### src/bcs_defines.svh
`ifndef BCS_DEFINES_SVH
`define BCS_DEFINES_SVH
// clock period in ps (125 MHz)
`define BCS_CLK_PS        8000
// timing figures in ns, defaults of plain value
`define BCS_TRP_NS        18
`define BCS_TRCD_NS       18
`define BCS_TRFCPB_NS     90
`define BCS_TRFCAB_NS     210
`define BCS_TMRR_NS       32
`define BCS_TMRW_NS       80
`define BCS_TXP_NS        8
`define BCS_TXSR_NS       220
// least times round up to whole cycles
`define BCS_CYC(ns)       (((ns) * 1000 + `BCS_CLK_PS - 1) / `BCS_CLK_PS)
`define BCS_TRP_CYC       `BCS_CYC(`BCS_TRP_NS)
`define BCS_TRCD_CYC      `BCS_CYC(`BCS_TRCD_NS)
`define BCS_TRFCPB_CYC    `BCS_CYC(`BCS_TRFCPB_NS)
`define BCS_TRFCAB_CYC    `BCS_CYC(`BCS_TRFCAB_NS)
`define BCS_TMRR_CYC      `BCS_CYC(`BCS_TMRR_NS)
`define BCS_TMRW_CYC      `BCS_CYC(`BCS_TMRW_NS)
`define BCS_TXP_CYC       `BCS_CYC(`BCS_TXP_NS)
`define BCS_TXSR_CYC      `BCS_CYC(`BCS_TXSR_NS)
// timer width
`define BCS_TW            8
`endif

### src/bcs_pkg.sv
package bcs_pkg;
   // decoded command presented by the front end
   typedef enum logic [3:0] {
      BCS_C_NOP, BCS_C_ACT, BCS_C_RD, BCS_C_WR, BCS_C_PRE, BCS_C_PREA,
      BCS_C_REFPB, BCS_C_REFAB, BCS_C_MRR, BCS_C_MRW, BCS_C_MRW_RESET,
      BCS_C_SRE, BCS_C_PDX
   } bcs_cmd_e;
   // per-bank state
   typedef enum logic [3:0] {
      BCS_B_IDLE, BCS_B_ACTING, BCS_B_ACTIVE, BCS_B_READ, BCS_B_WRITE,
      BCS_B_READ_AP, BCS_B_WRITE_AP, BCS_B_PRE, BCS_B_REFPB, BCS_B_AMRR
   } bcs_bank_e;
   // device-wide state
   typedef enum logic [3:0] {
      BCS_D_PWRON, BCS_D_RESETTING, BCS_D_RUN, BCS_D_REFAB, BCS_D_IMRR,
      BCS_D_RMRR, BCS_D_MRW, BCS_D_PREA, BCS_D_EXIT
   } bcs_dev_e;
endpackage

### src/bcs_bank_state.sv
`timescale 1ns/100ps
`include "bcs_defines.svh"
// Behaviour
// - read auto precharge busy until row precharge
// - write auto precharge busy until row precharge
// - per-bank refresh busy until refresh time
// - all-bank refresh busy, then all idle
// - idle or resetting mode read, then idle
// - active-bank mode read returns bank active
// - mode write busy, then all banks idle
// - precharge all busy, then all idle
// - precharge to idle bank still waits
// - other banks follow their own state
// - mode read from busy bank moves state
// - other banks take activate read write precharge
// - reset write from power-on starts resetting
// - resetting accepts mode read, resetting-read state
// - commands taken only with clock enable high at two edges
// - reset is a mode write to reset address
module bcs_bank_state
   import bcs_pkg::*;
#(
   parameter int NBANK = 8,
   parameter int BLEN  = 4   // burst length in clock cycles
)(
   input  wire logic                     CORE_CLK,
   input  wire logic                     SYS_RST,
   input  wire logic                     CKE,
   input  wire logic                     CMD_VALID,
   input  wire logic [3:0]               CMD,
   input  wire logic [$clog2(NBANK)-1:0] CMD_BANK,
   input  wire logic                     CMD_AP,
   output logic [4*NBANK-1:0]            BANK_STATE,
   output logic [3:0]                    DEV_STATE,
   output logic                          ALL_IDLE,
   output logic                          CMD_ILLEGAL
);
   localparam int BW = $clog2(NBANK);
   localparam logic [`BCS_TW-1:0] T_RP    = `BCS_TW'(`BCS_TRP_CYC);
   localparam logic [`BCS_TW-1:0] T_RCD   = `BCS_TW'(`BCS_TRCD_CYC);
   localparam logic [`BCS_TW-1:0] T_RFCPB = `BCS_TW'(`BCS_TRFCPB_CYC);
   localparam logic [`BCS_TW-1:0] T_RFCAB = `BCS_TW'(`BCS_TRFCAB_CYC);
   localparam logic [`BCS_TW-1:0] T_MRR   = `BCS_TW'(`BCS_TMRR_CYC);
   localparam logic [`BCS_TW-1:0] T_MRW   = `BCS_TW'(`BCS_TMRW_CYC);
   localparam logic [`BCS_TW-1:0] T_XSR   = `BCS_TW'(`BCS_TXSR_CYC);
   localparam logic [`BCS_TW-1:0] T_BL    = `BCS_TW'(BLEN);

   // clock enable history, same domain as the command source
   logic                cke_prev_r;     // cke at previous edge
   logic                cke_ok;         // both edges high
   bcs_dev_e            dev_r;          // device-wide state
   bcs_dev_e            dev_nxt;
   logic [`BCS_TW-1:0]  dev_tmr_r;      // device timer
   logic [`BCS_TW-1:0]  dev_tmr_nxt;
   logic                dev_exp;        // device timer done
   bcs_cmd_e            cmd;            // typed command
   logic                take;           // command registered this edge
   logic                all_idle;       // every bank idle
   logic                any_act;        // some bank has open row
   logic                rd_burst;       // a read burst still running
   logic                wr_burst;       // a write burst still running
   logic                dev_free;       // device in normal running state
   logic [NBANK-1:0]    bank_idle;
   logic [NBANK-1:0]    bank_rd;
   logic [NBANK-1:0]    bank_wr;
   logic [NBANK-1:0]    bank_open;
   logic [NBANK-1:0]    bank_bad;       // per-bank illegal flag
   logic                dev_bad;        // device-level illegal flag
   logic [`BCS_TW-1:0]  burst_r;        // remaining burst cycles
   logic                burst_rd_r;     // burst kind is read

   assign cmd      = bcs_cmd_e'(CMD);
   assign cke_ok   = CKE & cke_prev_r;
   assign take     = CMD_VALID & cke_ok & (cmd != BCS_C_NOP);
   assign dev_exp  = (dev_tmr_r <= `BCS_TW'(1));
   assign all_idle = &bank_idle;
   assign any_act  = |bank_open;
   assign rd_burst = (burst_r != '0) & burst_rd_r;
   assign wr_burst = (burst_r != '0) & ~burst_rd_r;
   assign dev_free = (dev_r == BCS_D_RUN);

   // clock enable history
   always_ff @(posedge CORE_CLK or posedge SYS_RST)
      if (SYS_RST)
         cke_prev_r <= 1'b0;
      else
         cke_prev_r <= CKE;

   // burst tracker; for read/write turnaround and refresh checks
   always_ff @(posedge CORE_CLK or posedge SYS_RST)
      if (SYS_RST)
      begin
         burst_r    <= '0;
         burst_rd_r <= 1'b0;
      end
      else if (take && dev_free && (cmd == BCS_C_RD || cmd == BCS_C_WR))
      begin
         burst_r    <= T_BL;
         burst_rd_r <= (cmd == BCS_C_RD);
      end
      else if (burst_r != '0)
         burst_r <= burst_r - `BCS_TW'(1);

   // device-wide next state
   always_comb
   begin
      dev_nxt     = dev_r;
      dev_tmr_nxt = (dev_tmr_r != '0) ? dev_tmr_r - `BCS_TW'(1) : '0;
      dev_bad     = 1'b0;
      unique case (dev_r)
         BCS_D_PWRON:
            if (take)
            begin
               if (cmd == BCS_C_MRW_RESET)
                  dev_nxt = BCS_D_RESETTING;
               else
                  dev_bad = 1'b1;
            end
         BCS_D_RESETTING:
            if (take)
            begin
               if (cmd == BCS_C_MRR)
               begin
                  dev_nxt     = BCS_D_RMRR;
                  dev_tmr_nxt = T_MRR;
               end
               else if (cmd == BCS_C_MRW || cmd == BCS_C_MRW_RESET)
               begin
                  dev_nxt     = BCS_D_MRW;
                  dev_tmr_nxt = T_MRW;
               end
               else
                  dev_bad = 1'b1;
            end
         BCS_D_RUN:
            if (take)
            begin
               unique case (cmd)
                  BCS_C_REFAB:
                  begin
                     dev_bad     = ~all_idle | rd_burst | wr_burst;
                     dev_nxt     = BCS_D_REFAB;
                     dev_tmr_nxt = T_RFCAB;
                  end
                  BCS_C_MRW, BCS_C_MRW_RESET:
                  begin
                     dev_bad     = ~all_idle;
                     dev_nxt     = BCS_D_MRW;
                     dev_tmr_nxt = T_MRW;
                  end
                  BCS_C_PREA:
                  begin
                     dev_nxt     = BCS_D_PREA;
                     dev_tmr_nxt = T_RP;
                  end
                  BCS_C_MRR:
                     if (!any_act)
                     begin
                        dev_nxt     = BCS_D_IMRR;
                        dev_tmr_nxt = T_MRR;
                     end
                  BCS_C_SRE:
                  begin
                     dev_bad     = ~all_idle;
                     dev_nxt     = BCS_D_EXIT;
                     dev_tmr_nxt = T_XSR;
                  end
                  default: ;
               endcase
            end
         BCS_D_REFAB, BCS_D_IMRR, BCS_D_RMRR, BCS_D_MRW, BCS_D_PREA, BCS_D_EXIT:
         begin
            dev_bad = take;
            if (dev_exp)
               dev_nxt = BCS_D_RUN;
         end
         default:
            dev_nxt = BCS_D_PWRON;
      endcase
   end

   always_ff @(posedge CORE_CLK or posedge SYS_RST)
      if (SYS_RST)
      begin
         dev_r     <= BCS_D_PWRON;
         dev_tmr_r <= '0;
      end
      else
      begin
         dev_r     <= dev_nxt;
         dev_tmr_r <= dev_tmr_nxt;
      end

   // one state machine per bank
   for (genvar b = 0; b < NBANK; b++)
   begin : g_bank
      bcs_bank_e           st_r;
      bcs_bank_e           st_nxt;
      logic [`BCS_TW-1:0]  tmr_r;
      logic [`BCS_TW-1:0]  tmr_nxt;
      logic                hit;      // command aimed at this bank
      logic                exp;
      logic                bad;
      assign hit = take & dev_free & (CMD_BANK == BW'(b));
      assign exp = (tmr_r <= `BCS_TW'(1));
      assign bank_idle[b] = (st_r == BCS_B_IDLE);
      assign bank_rd[b]   = (st_r == BCS_B_READ) | (st_r == BCS_B_READ_AP);
      assign bank_wr[b]   = (st_r == BCS_B_WRITE) | (st_r == BCS_B_WRITE_AP);
      assign bank_open[b] = (st_r != BCS_B_IDLE) & (st_r != BCS_B_REFPB);
      assign bank_bad[b]  = bad;

      always_comb
      begin
         st_nxt  = st_r;
         tmr_nxt = (tmr_r != '0) ? tmr_r - `BCS_TW'(1) : '0;
         bad     = 1'b0;
         // precharge all forces every bank to idle after tRP
         if (dev_r == BCS_D_PREA && dev_exp)
            st_nxt = BCS_B_IDLE;
         else if (hit && cmd == BCS_C_MRR && st_r != BCS_B_IDLE)
         begin
            st_nxt  = BCS_B_AMRR;
            tmr_nxt = T_MRR;
         end
         else if (hit)
         begin
            unique case (cmd)
               BCS_C_ACT:
               begin
                  bad     = ~bank_idle[b];
                  st_nxt  = BCS_B_ACTING;
                  tmr_nxt = T_RCD;
               end
               BCS_C_RD:
               begin
                  bad     = wr_burst | bank_idle[b];
                  st_nxt  = CMD_AP ? BCS_B_READ_AP : BCS_B_READ;
                  tmr_nxt = CMD_AP ? T_BL + T_RP : T_BL;
               end
               BCS_C_WR:
               begin
                  bad     = rd_burst | bank_idle[b];
                  st_nxt  = CMD_AP ? BCS_B_WRITE_AP : BCS_B_WRITE;
                  tmr_nxt = CMD_AP ? T_BL + T_RP : T_BL;
               end
               BCS_C_PRE:
               begin
                  st_nxt  = BCS_B_PRE;
                  tmr_nxt = T_RP;
               end
               BCS_C_REFPB:
               begin
                  bad     = ~bank_idle[b] | rd_burst | wr_burst;
                  st_nxt  = BCS_B_REFPB;
                  tmr_nxt = T_RFCPB;
               end
               default: ;
            endcase
            if (st_r == BCS_B_READ_AP || st_r == BCS_B_WRITE_AP || st_r == BCS_B_REFPB)
               bad = 1'b1;
         end
         else if (exp)
         begin
            unique case (st_r)
               BCS_B_ACTING, BCS_B_READ, BCS_B_WRITE, BCS_B_AMRR:
                  st_nxt = (tmr_r == '0 && st_r != BCS_B_AMRR) ? st_r : BCS_B_ACTIVE;
               BCS_B_READ_AP, BCS_B_WRITE_AP, BCS_B_PRE, BCS_B_REFPB:
                  st_nxt = BCS_B_IDLE;
               default: ;
            endcase
         end
      end

      always_ff @(posedge CORE_CLK or posedge SYS_RST)
         if (SYS_RST)
         begin
            st_r  <= BCS_B_IDLE;
            tmr_r <= '0;
         end
         else
         begin
            st_r  <= st_nxt;
            tmr_r <= tmr_nxt;
         end

      // read auto precharge ends in idle once the bank's own row timer is done
      AST_AP_IDLE: assert property (@(posedge CORE_CLK) disable iff (SYS_RST)
         (st_r == BCS_B_READ_AP && exp && !hit && !(dev_r == BCS_D_PREA)) |=> (st_r == BCS_B_IDLE))
         else $error("read auto precharge did not end in idle");
      AST_REFPB: assert property (@(posedge CORE_CLK) disable iff (SYS_RST)
         (hit && cmd == BCS_C_REFPB && dev_r == BCS_D_RUN) |=> (st_r == BCS_B_REFPB))
         else $error("per-bank refresh not entered");
      AST_PRE_IDLE: assert property (@(posedge CORE_CLK) disable iff (SYS_RST)
         (hit && cmd == BCS_C_PRE && bank_idle[b]) |=> (st_r == BCS_B_PRE))
         else $error("precharge to idle bank skipped tRP");
   end

   // outputs registered
   always_ff @(posedge CORE_CLK or posedge SYS_RST)
      if (SYS_RST)
      begin
         BANK_STATE  <= '0;
         DEV_STATE   <= '0;
         ALL_IDLE    <= 1'b0;
         CMD_ILLEGAL <= 1'b0;
      end
      else
      begin
         for (int i = 0; i < NBANK; i++)
            BANK_STATE[4*i +: 4] <= {bank_rd[i] | bank_wr[i], bank_open[i], bank_wr[i], bank_idle[i]};
         DEV_STATE   <= dev_nxt;
         ALL_IDLE    <= all_idle & dev_free;
         CMD_ILLEGAL <= dev_bad | (|bank_bad);
      end

   AST_RESET_SEQ: assert property (@(posedge CORE_CLK) disable iff (SYS_RST)
      (dev_r == BCS_D_PWRON && take && cmd == BCS_C_MRW_RESET) |=> (dev_r == BCS_D_RESETTING))
      else $error("reset write did not start resetting");
   AST_RMRR: assert property (@(posedge CORE_CLK) disable iff (SYS_RST)
      (dev_r == BCS_D_RESETTING && take && cmd == BCS_C_MRR) |=> (dev_r == BCS_D_RMRR))
      else $error("resetting mode read not entered");
   AST_REFAB: assert property (@(posedge CORE_CLK) disable iff (SYS_RST)
      (dev_r == BCS_D_RUN && take && cmd == BCS_C_REFAB) |=> (dev_r == BCS_D_REFAB) ##[1:40] (dev_r == BCS_D_RUN))
      else $error("all-bank refresh did not end in time");
   AST_MRW: assert property (@(posedge CORE_CLK) disable iff (SYS_RST)
      (dev_r == BCS_D_RUN && take && cmd == BCS_C_MRW) |=> (dev_r == BCS_D_MRW) ##[1:20] (dev_r == BCS_D_RUN))
      else $error("mode write did not end in time");
   AST_CKE: assert property (@(posedge CORE_CLK) disable iff (SYS_RST)
      (!cke_prev_r && dev_r == BCS_D_PWRON) |=> (dev_r != BCS_D_RESETTING))
      else $error("transition taken with clock enable low");
endmodule // bcs_bank_state

### config.mk
export PLATFORM = sky130hd
export DESIGN_NAME = bcs_bank_state
export DESIGN_NICKNAME = d
export VERILOG_FILES = /design/src/bcs_pkg.sv /design/src/bcs_bank_state.sv
export VERILOG_INCLUDE_DIRS = /design/src
export SDC_FILE = /design/constraint.sdc
export NUM_CORES = 1
export LEC_CHECK = 0
export ABC_CLOCK_PERIOD_IN_PS = 5900
export BUFFER_PORTS_ARGS = -buffer_cell sky130_fd_sc_hd__buf_2
export CAP_MARGIN = 20
export CORE_UTILIZATION = 44
export CTS_CLUSTER_SIZE = 40
export DETAILED_ROUTE_END_ITERATION = 10
export GPL_TIMING_DRIVEN = 0
export PLACE_DENSITY = 0.62
export SLEW_MARGIN = 20
export SYNTH_ARGS = -nofsm -noshare
export SYNTH_HDL_FRONTEND = slang
export SYNTH_SLANG_ARGS = --single-unit
### constraint.sdc
create_clock -name CORE_CLK -period 5.9 [get_ports CORE_CLK]
set_input_delay 1.18 -clock CORE_CLK [delete_from_list [all_inputs] [get_ports CORE_CLK]]
set_output_delay 1.18 -clock CORE_CLK [all_outputs]
set_load 0.05 [all_outputs]
==> flow_summary_export.csv <==
group,metric,value,unit
finish,final_cell_mix,"152 x dfrtp_1, 149 x nor2_1, 63 x buf_2",
yosys,ys_warn_count,0,
floorplan,die_y,146.3,um
clocking,clkSinkCount,152,
flow_run,drv_cap,0,
floorplan,initial_core_util,0.4514,
floorplan,ios,50,
pwr,peakVddDrop,0.2189,mV
sta,finalSetupTns,0,ps
clocking,cts_tree,"done",
yosys,synth-compound-area-share,0.1898,
grt,grt_pass1_vias,7467,
grt,antenna_found_initial,1,
grt,overflow,0,
pwr,internal-power,2.685,mW
yosys,ys.flop_type,"dfrtp_1",
yosys,syn_inst,1011,
clocking,clk_latency,430,ps
sta,slew_headroom,0.2124,
sta,post-route-min-period,3435,ps
finish,drive_gt1_frac,0.1327,
clocking,h-tree-depth,4,
placement,port_buffers,48,
pwr,power_switching,1.972,mW
sta,clock.fmax,0.2911,GHz
sta,clock_skew,10.63,ps
clocking,cts_made_buffers,17,
grt,grt_max_degree,102,
drt,drtAntennaViolNets,0,
finish,syn2layout_area_growth,12.96,%
finish,final_util,0.5099,
pwr,switching_share,0.4235,
grt,grtUsageTotal,0.2401,
pwr,powerDensity,449.9,mW/mm^2
worst_hold_path,hold_class,"reg2reg",
drt,wl_per_cell,18.28,um
floorplan,die_area,0.02141,mm^2
worst_setup_path,cp.arrival,3780,ps
finish,nets,1120,
yosys,synth_nets,1051,
yosys,syn_avg_cell_area,9.064,um^2
pwr,combPwrFrac,0.419,
placement,place_ws,2100,ps
yosys,synth.distinct_cells,85,
yosys,ys_seq_area_frac,0.4151,
finish,layoutNonFillerInstCount,1364,
yosys,async_flop_share,1.000,
finish,stdcell_area,0.01035,mm^2
yosys,ys_ff_latch,152,
drt,remaining_drc_errors,0,
sta,min_period_over_period,0.5822,
pwr,p_clk_frac,0.210,
yosys,syn_area,0.009164,mm^2
floorplan,core-area,0.02030,mm^2
placement,placedCellCount,1331,
clocking,cts_setup_buffers,0,
floorplan,num_rows,52,
drt,drtIter0Drc,595,
placement,dp_hpwl,17570,um
yosys,muxShareOfSynthArea,0.01843,
sta,slew_viol_final,0,
drt,drtPass1Iterations,5,
drt,num_vias,7862,
yosys,synth_top_family_by_area,"simple AND/OR/NAND/NOR gates",
sta,hold_violations,0,
worst_setup_path,crit_required,6240,ps
sta,fin_ws,2465,ps
placement,routabilityCongestion,0.9051,
sta,tightestPinTransition,1174,ps
clocking,cts_buffer_depth,2,
sta,setup_viol,0,
sta,rsz0062_at_grt,"false",
worst_setup_path,cp-end-kind,"flip-flop",
worst_setup_path,cp_max_fo,10,
clocking,cts_hold_buf,0,
finish,mostFrequentLayoutCell,"dfrtp_1",
worst_setup_path,startpoint_type,"input port",
yosys,synth_xor_area_frac,0.06404,
clocking,cts.repair.resized,0,
floorplan,die_w,146.3,um
pwr,power.leakage,4.384,nW
clocking,clockRootBuffer,"clkbuf_16",
pwr,pwr-share-seq,0.371,
run_status,outcome,"complete, no violations",
clocking,cts.clk_slew.worst_paths,60,ps
drt,vias_per_cell,5.764,
worst_setup_path,path_class,"in2reg",
drt,wl,24930,um
yosys,synth_edf_count,0,
yosys,synth-simple-area-share,0.2306,
yosys,yosys.area_share.adder,0.03823,
grt,grt_pass1_wl,40150,um
placement,place_area,0.009814,mm^2
-- power by group through the flow --
stage | registers, mW | logic, mW | clock network [mW]
after detailed placement | 1.73 | 1.94 | 0
after global routing | 1.78 | 2.17 | 1.05
after floorplan | 1.89 | 1.31 | 0
final | 1.73 | 1.95 | 0.980
after CTS | 1.72 | 1.95 | 1.00
after global placement | 1.73 | 1.89 | 0
-- flip-flops by register name, summed over array words and instances (netlist names) --
register	flops
burst_r	8
g_bank.st_r	32
BANK_STATE	32
g_bank.tmr_r	64
dev_tmr_r	8
DEV_STATE	4
CMD_ILLEGAL	1
ALL_IDLE	1
burst_rd_r	1
cke_prev_r	1
-- synthesized netlist by cell type (24+ instances only) --
master	n	area, um^2
dfrtp_1	152	3804
nor2_1	149	559.3
o21ai_0	58	290.3
nand2_1	53	198.9
inv_1	43	161.4
xnor2_1	40	350.3
clkbuf_1	39	146.4
nor3_1	34	170.2
ha_1	28	350.3
xor2_1	27	236.5
a21oi_1	25	125.1
nand3_1	25	125.1
o22ai_1	24	150.1
-- routing by layer --
layer / up-vias / GRT usage / wire, um / share of wire
li1: 3796 / - / - / -
met1: 3775 / 0.3291 / 11390 / 0.46
met2: 241 / 0.3752 / 11400 / 0.46
met3: 50 / 0.03875 / 1441 / 0.058
met4: 0 / 0.1042 / 703 / 0.028
met5: - / 0 / 0 / 0
-- cell type report --
class | count | area (um^2)
multi-input combinational | 759 | 5005
timing repair buffer | 50 | 275.3
antenna | 1 | 2.502
clock inverter | 12 | 81.33
sequential | 152 | 3804
buffer | 57 | 240.2
clock buffer | 20 | 436.7
fill | 1962 | 9948
tap | 270 | 337.8
inverter | 43 | 168.9
-- path summary, 6_finish.rpt --
| path | from | end | cells after the start | slack, ps |
|---|---|---|---|---|
| setup / recovery | CMD[3] | CMD_ILLEGAL$_DFF_PP0_ | 8 | 2460 |
| hold / removal | g_bank[6].tmr_r[0]$_DFF_PP0_ | g_bank[6].tmr_r[0]$_DFF_PP0_ | 1 | 520 |
| setup reg to reg | burst_r[0]$_DFFE_PP0P_ | CMD_ILLEGAL$_DFF_PP0_ | 9 | 2840 |
| hold reg to reg | g_bank[6].tmr_r[0]$_DFF_PP0_ | g_bank[6].tmr_r[0]$_DFF_PP0_ | 1 | 520 |
| max in group asynchronous | SYS_RST | g_bank[3].tmr_r[2]$_DFF_PP0_ | 3 | 4300 |
| min in group asynchronous | SYS_RST | g_bank[1].tmr_r[4]$_DFF_PP0_ | 2 | 750 |
-- per-stage QoR --
stage	power, mW	hold WS [ps]
global placement	3.617	502.8
global route	4.996	535.6
finish	4.657	515.2
detailed placement	3.671	514.5
floorplan	3.201	470.4
CTS	4.674	522.5
-- critical path, cell delays in order --
cell and delay (ps):
buf_2 110, clkbuf_1 210, nand4bb_1 440, a211oi_1 1010
a211oi_1 100, a311oi_1 420, a2111oi_0 130, nand3_1 160
-- logic make-up after synthesis --
kind of cell,Yosys count
multiplexers,15
AND/OR/NAND/NOR,399
flip-flops,152
buffers and inverters,100
adder cells (fa/ha/maj),28
XOR/XNOR,67
AO/OA/AOI/OAI,250
Note: power is estimated with default switching activity, not from simulation.
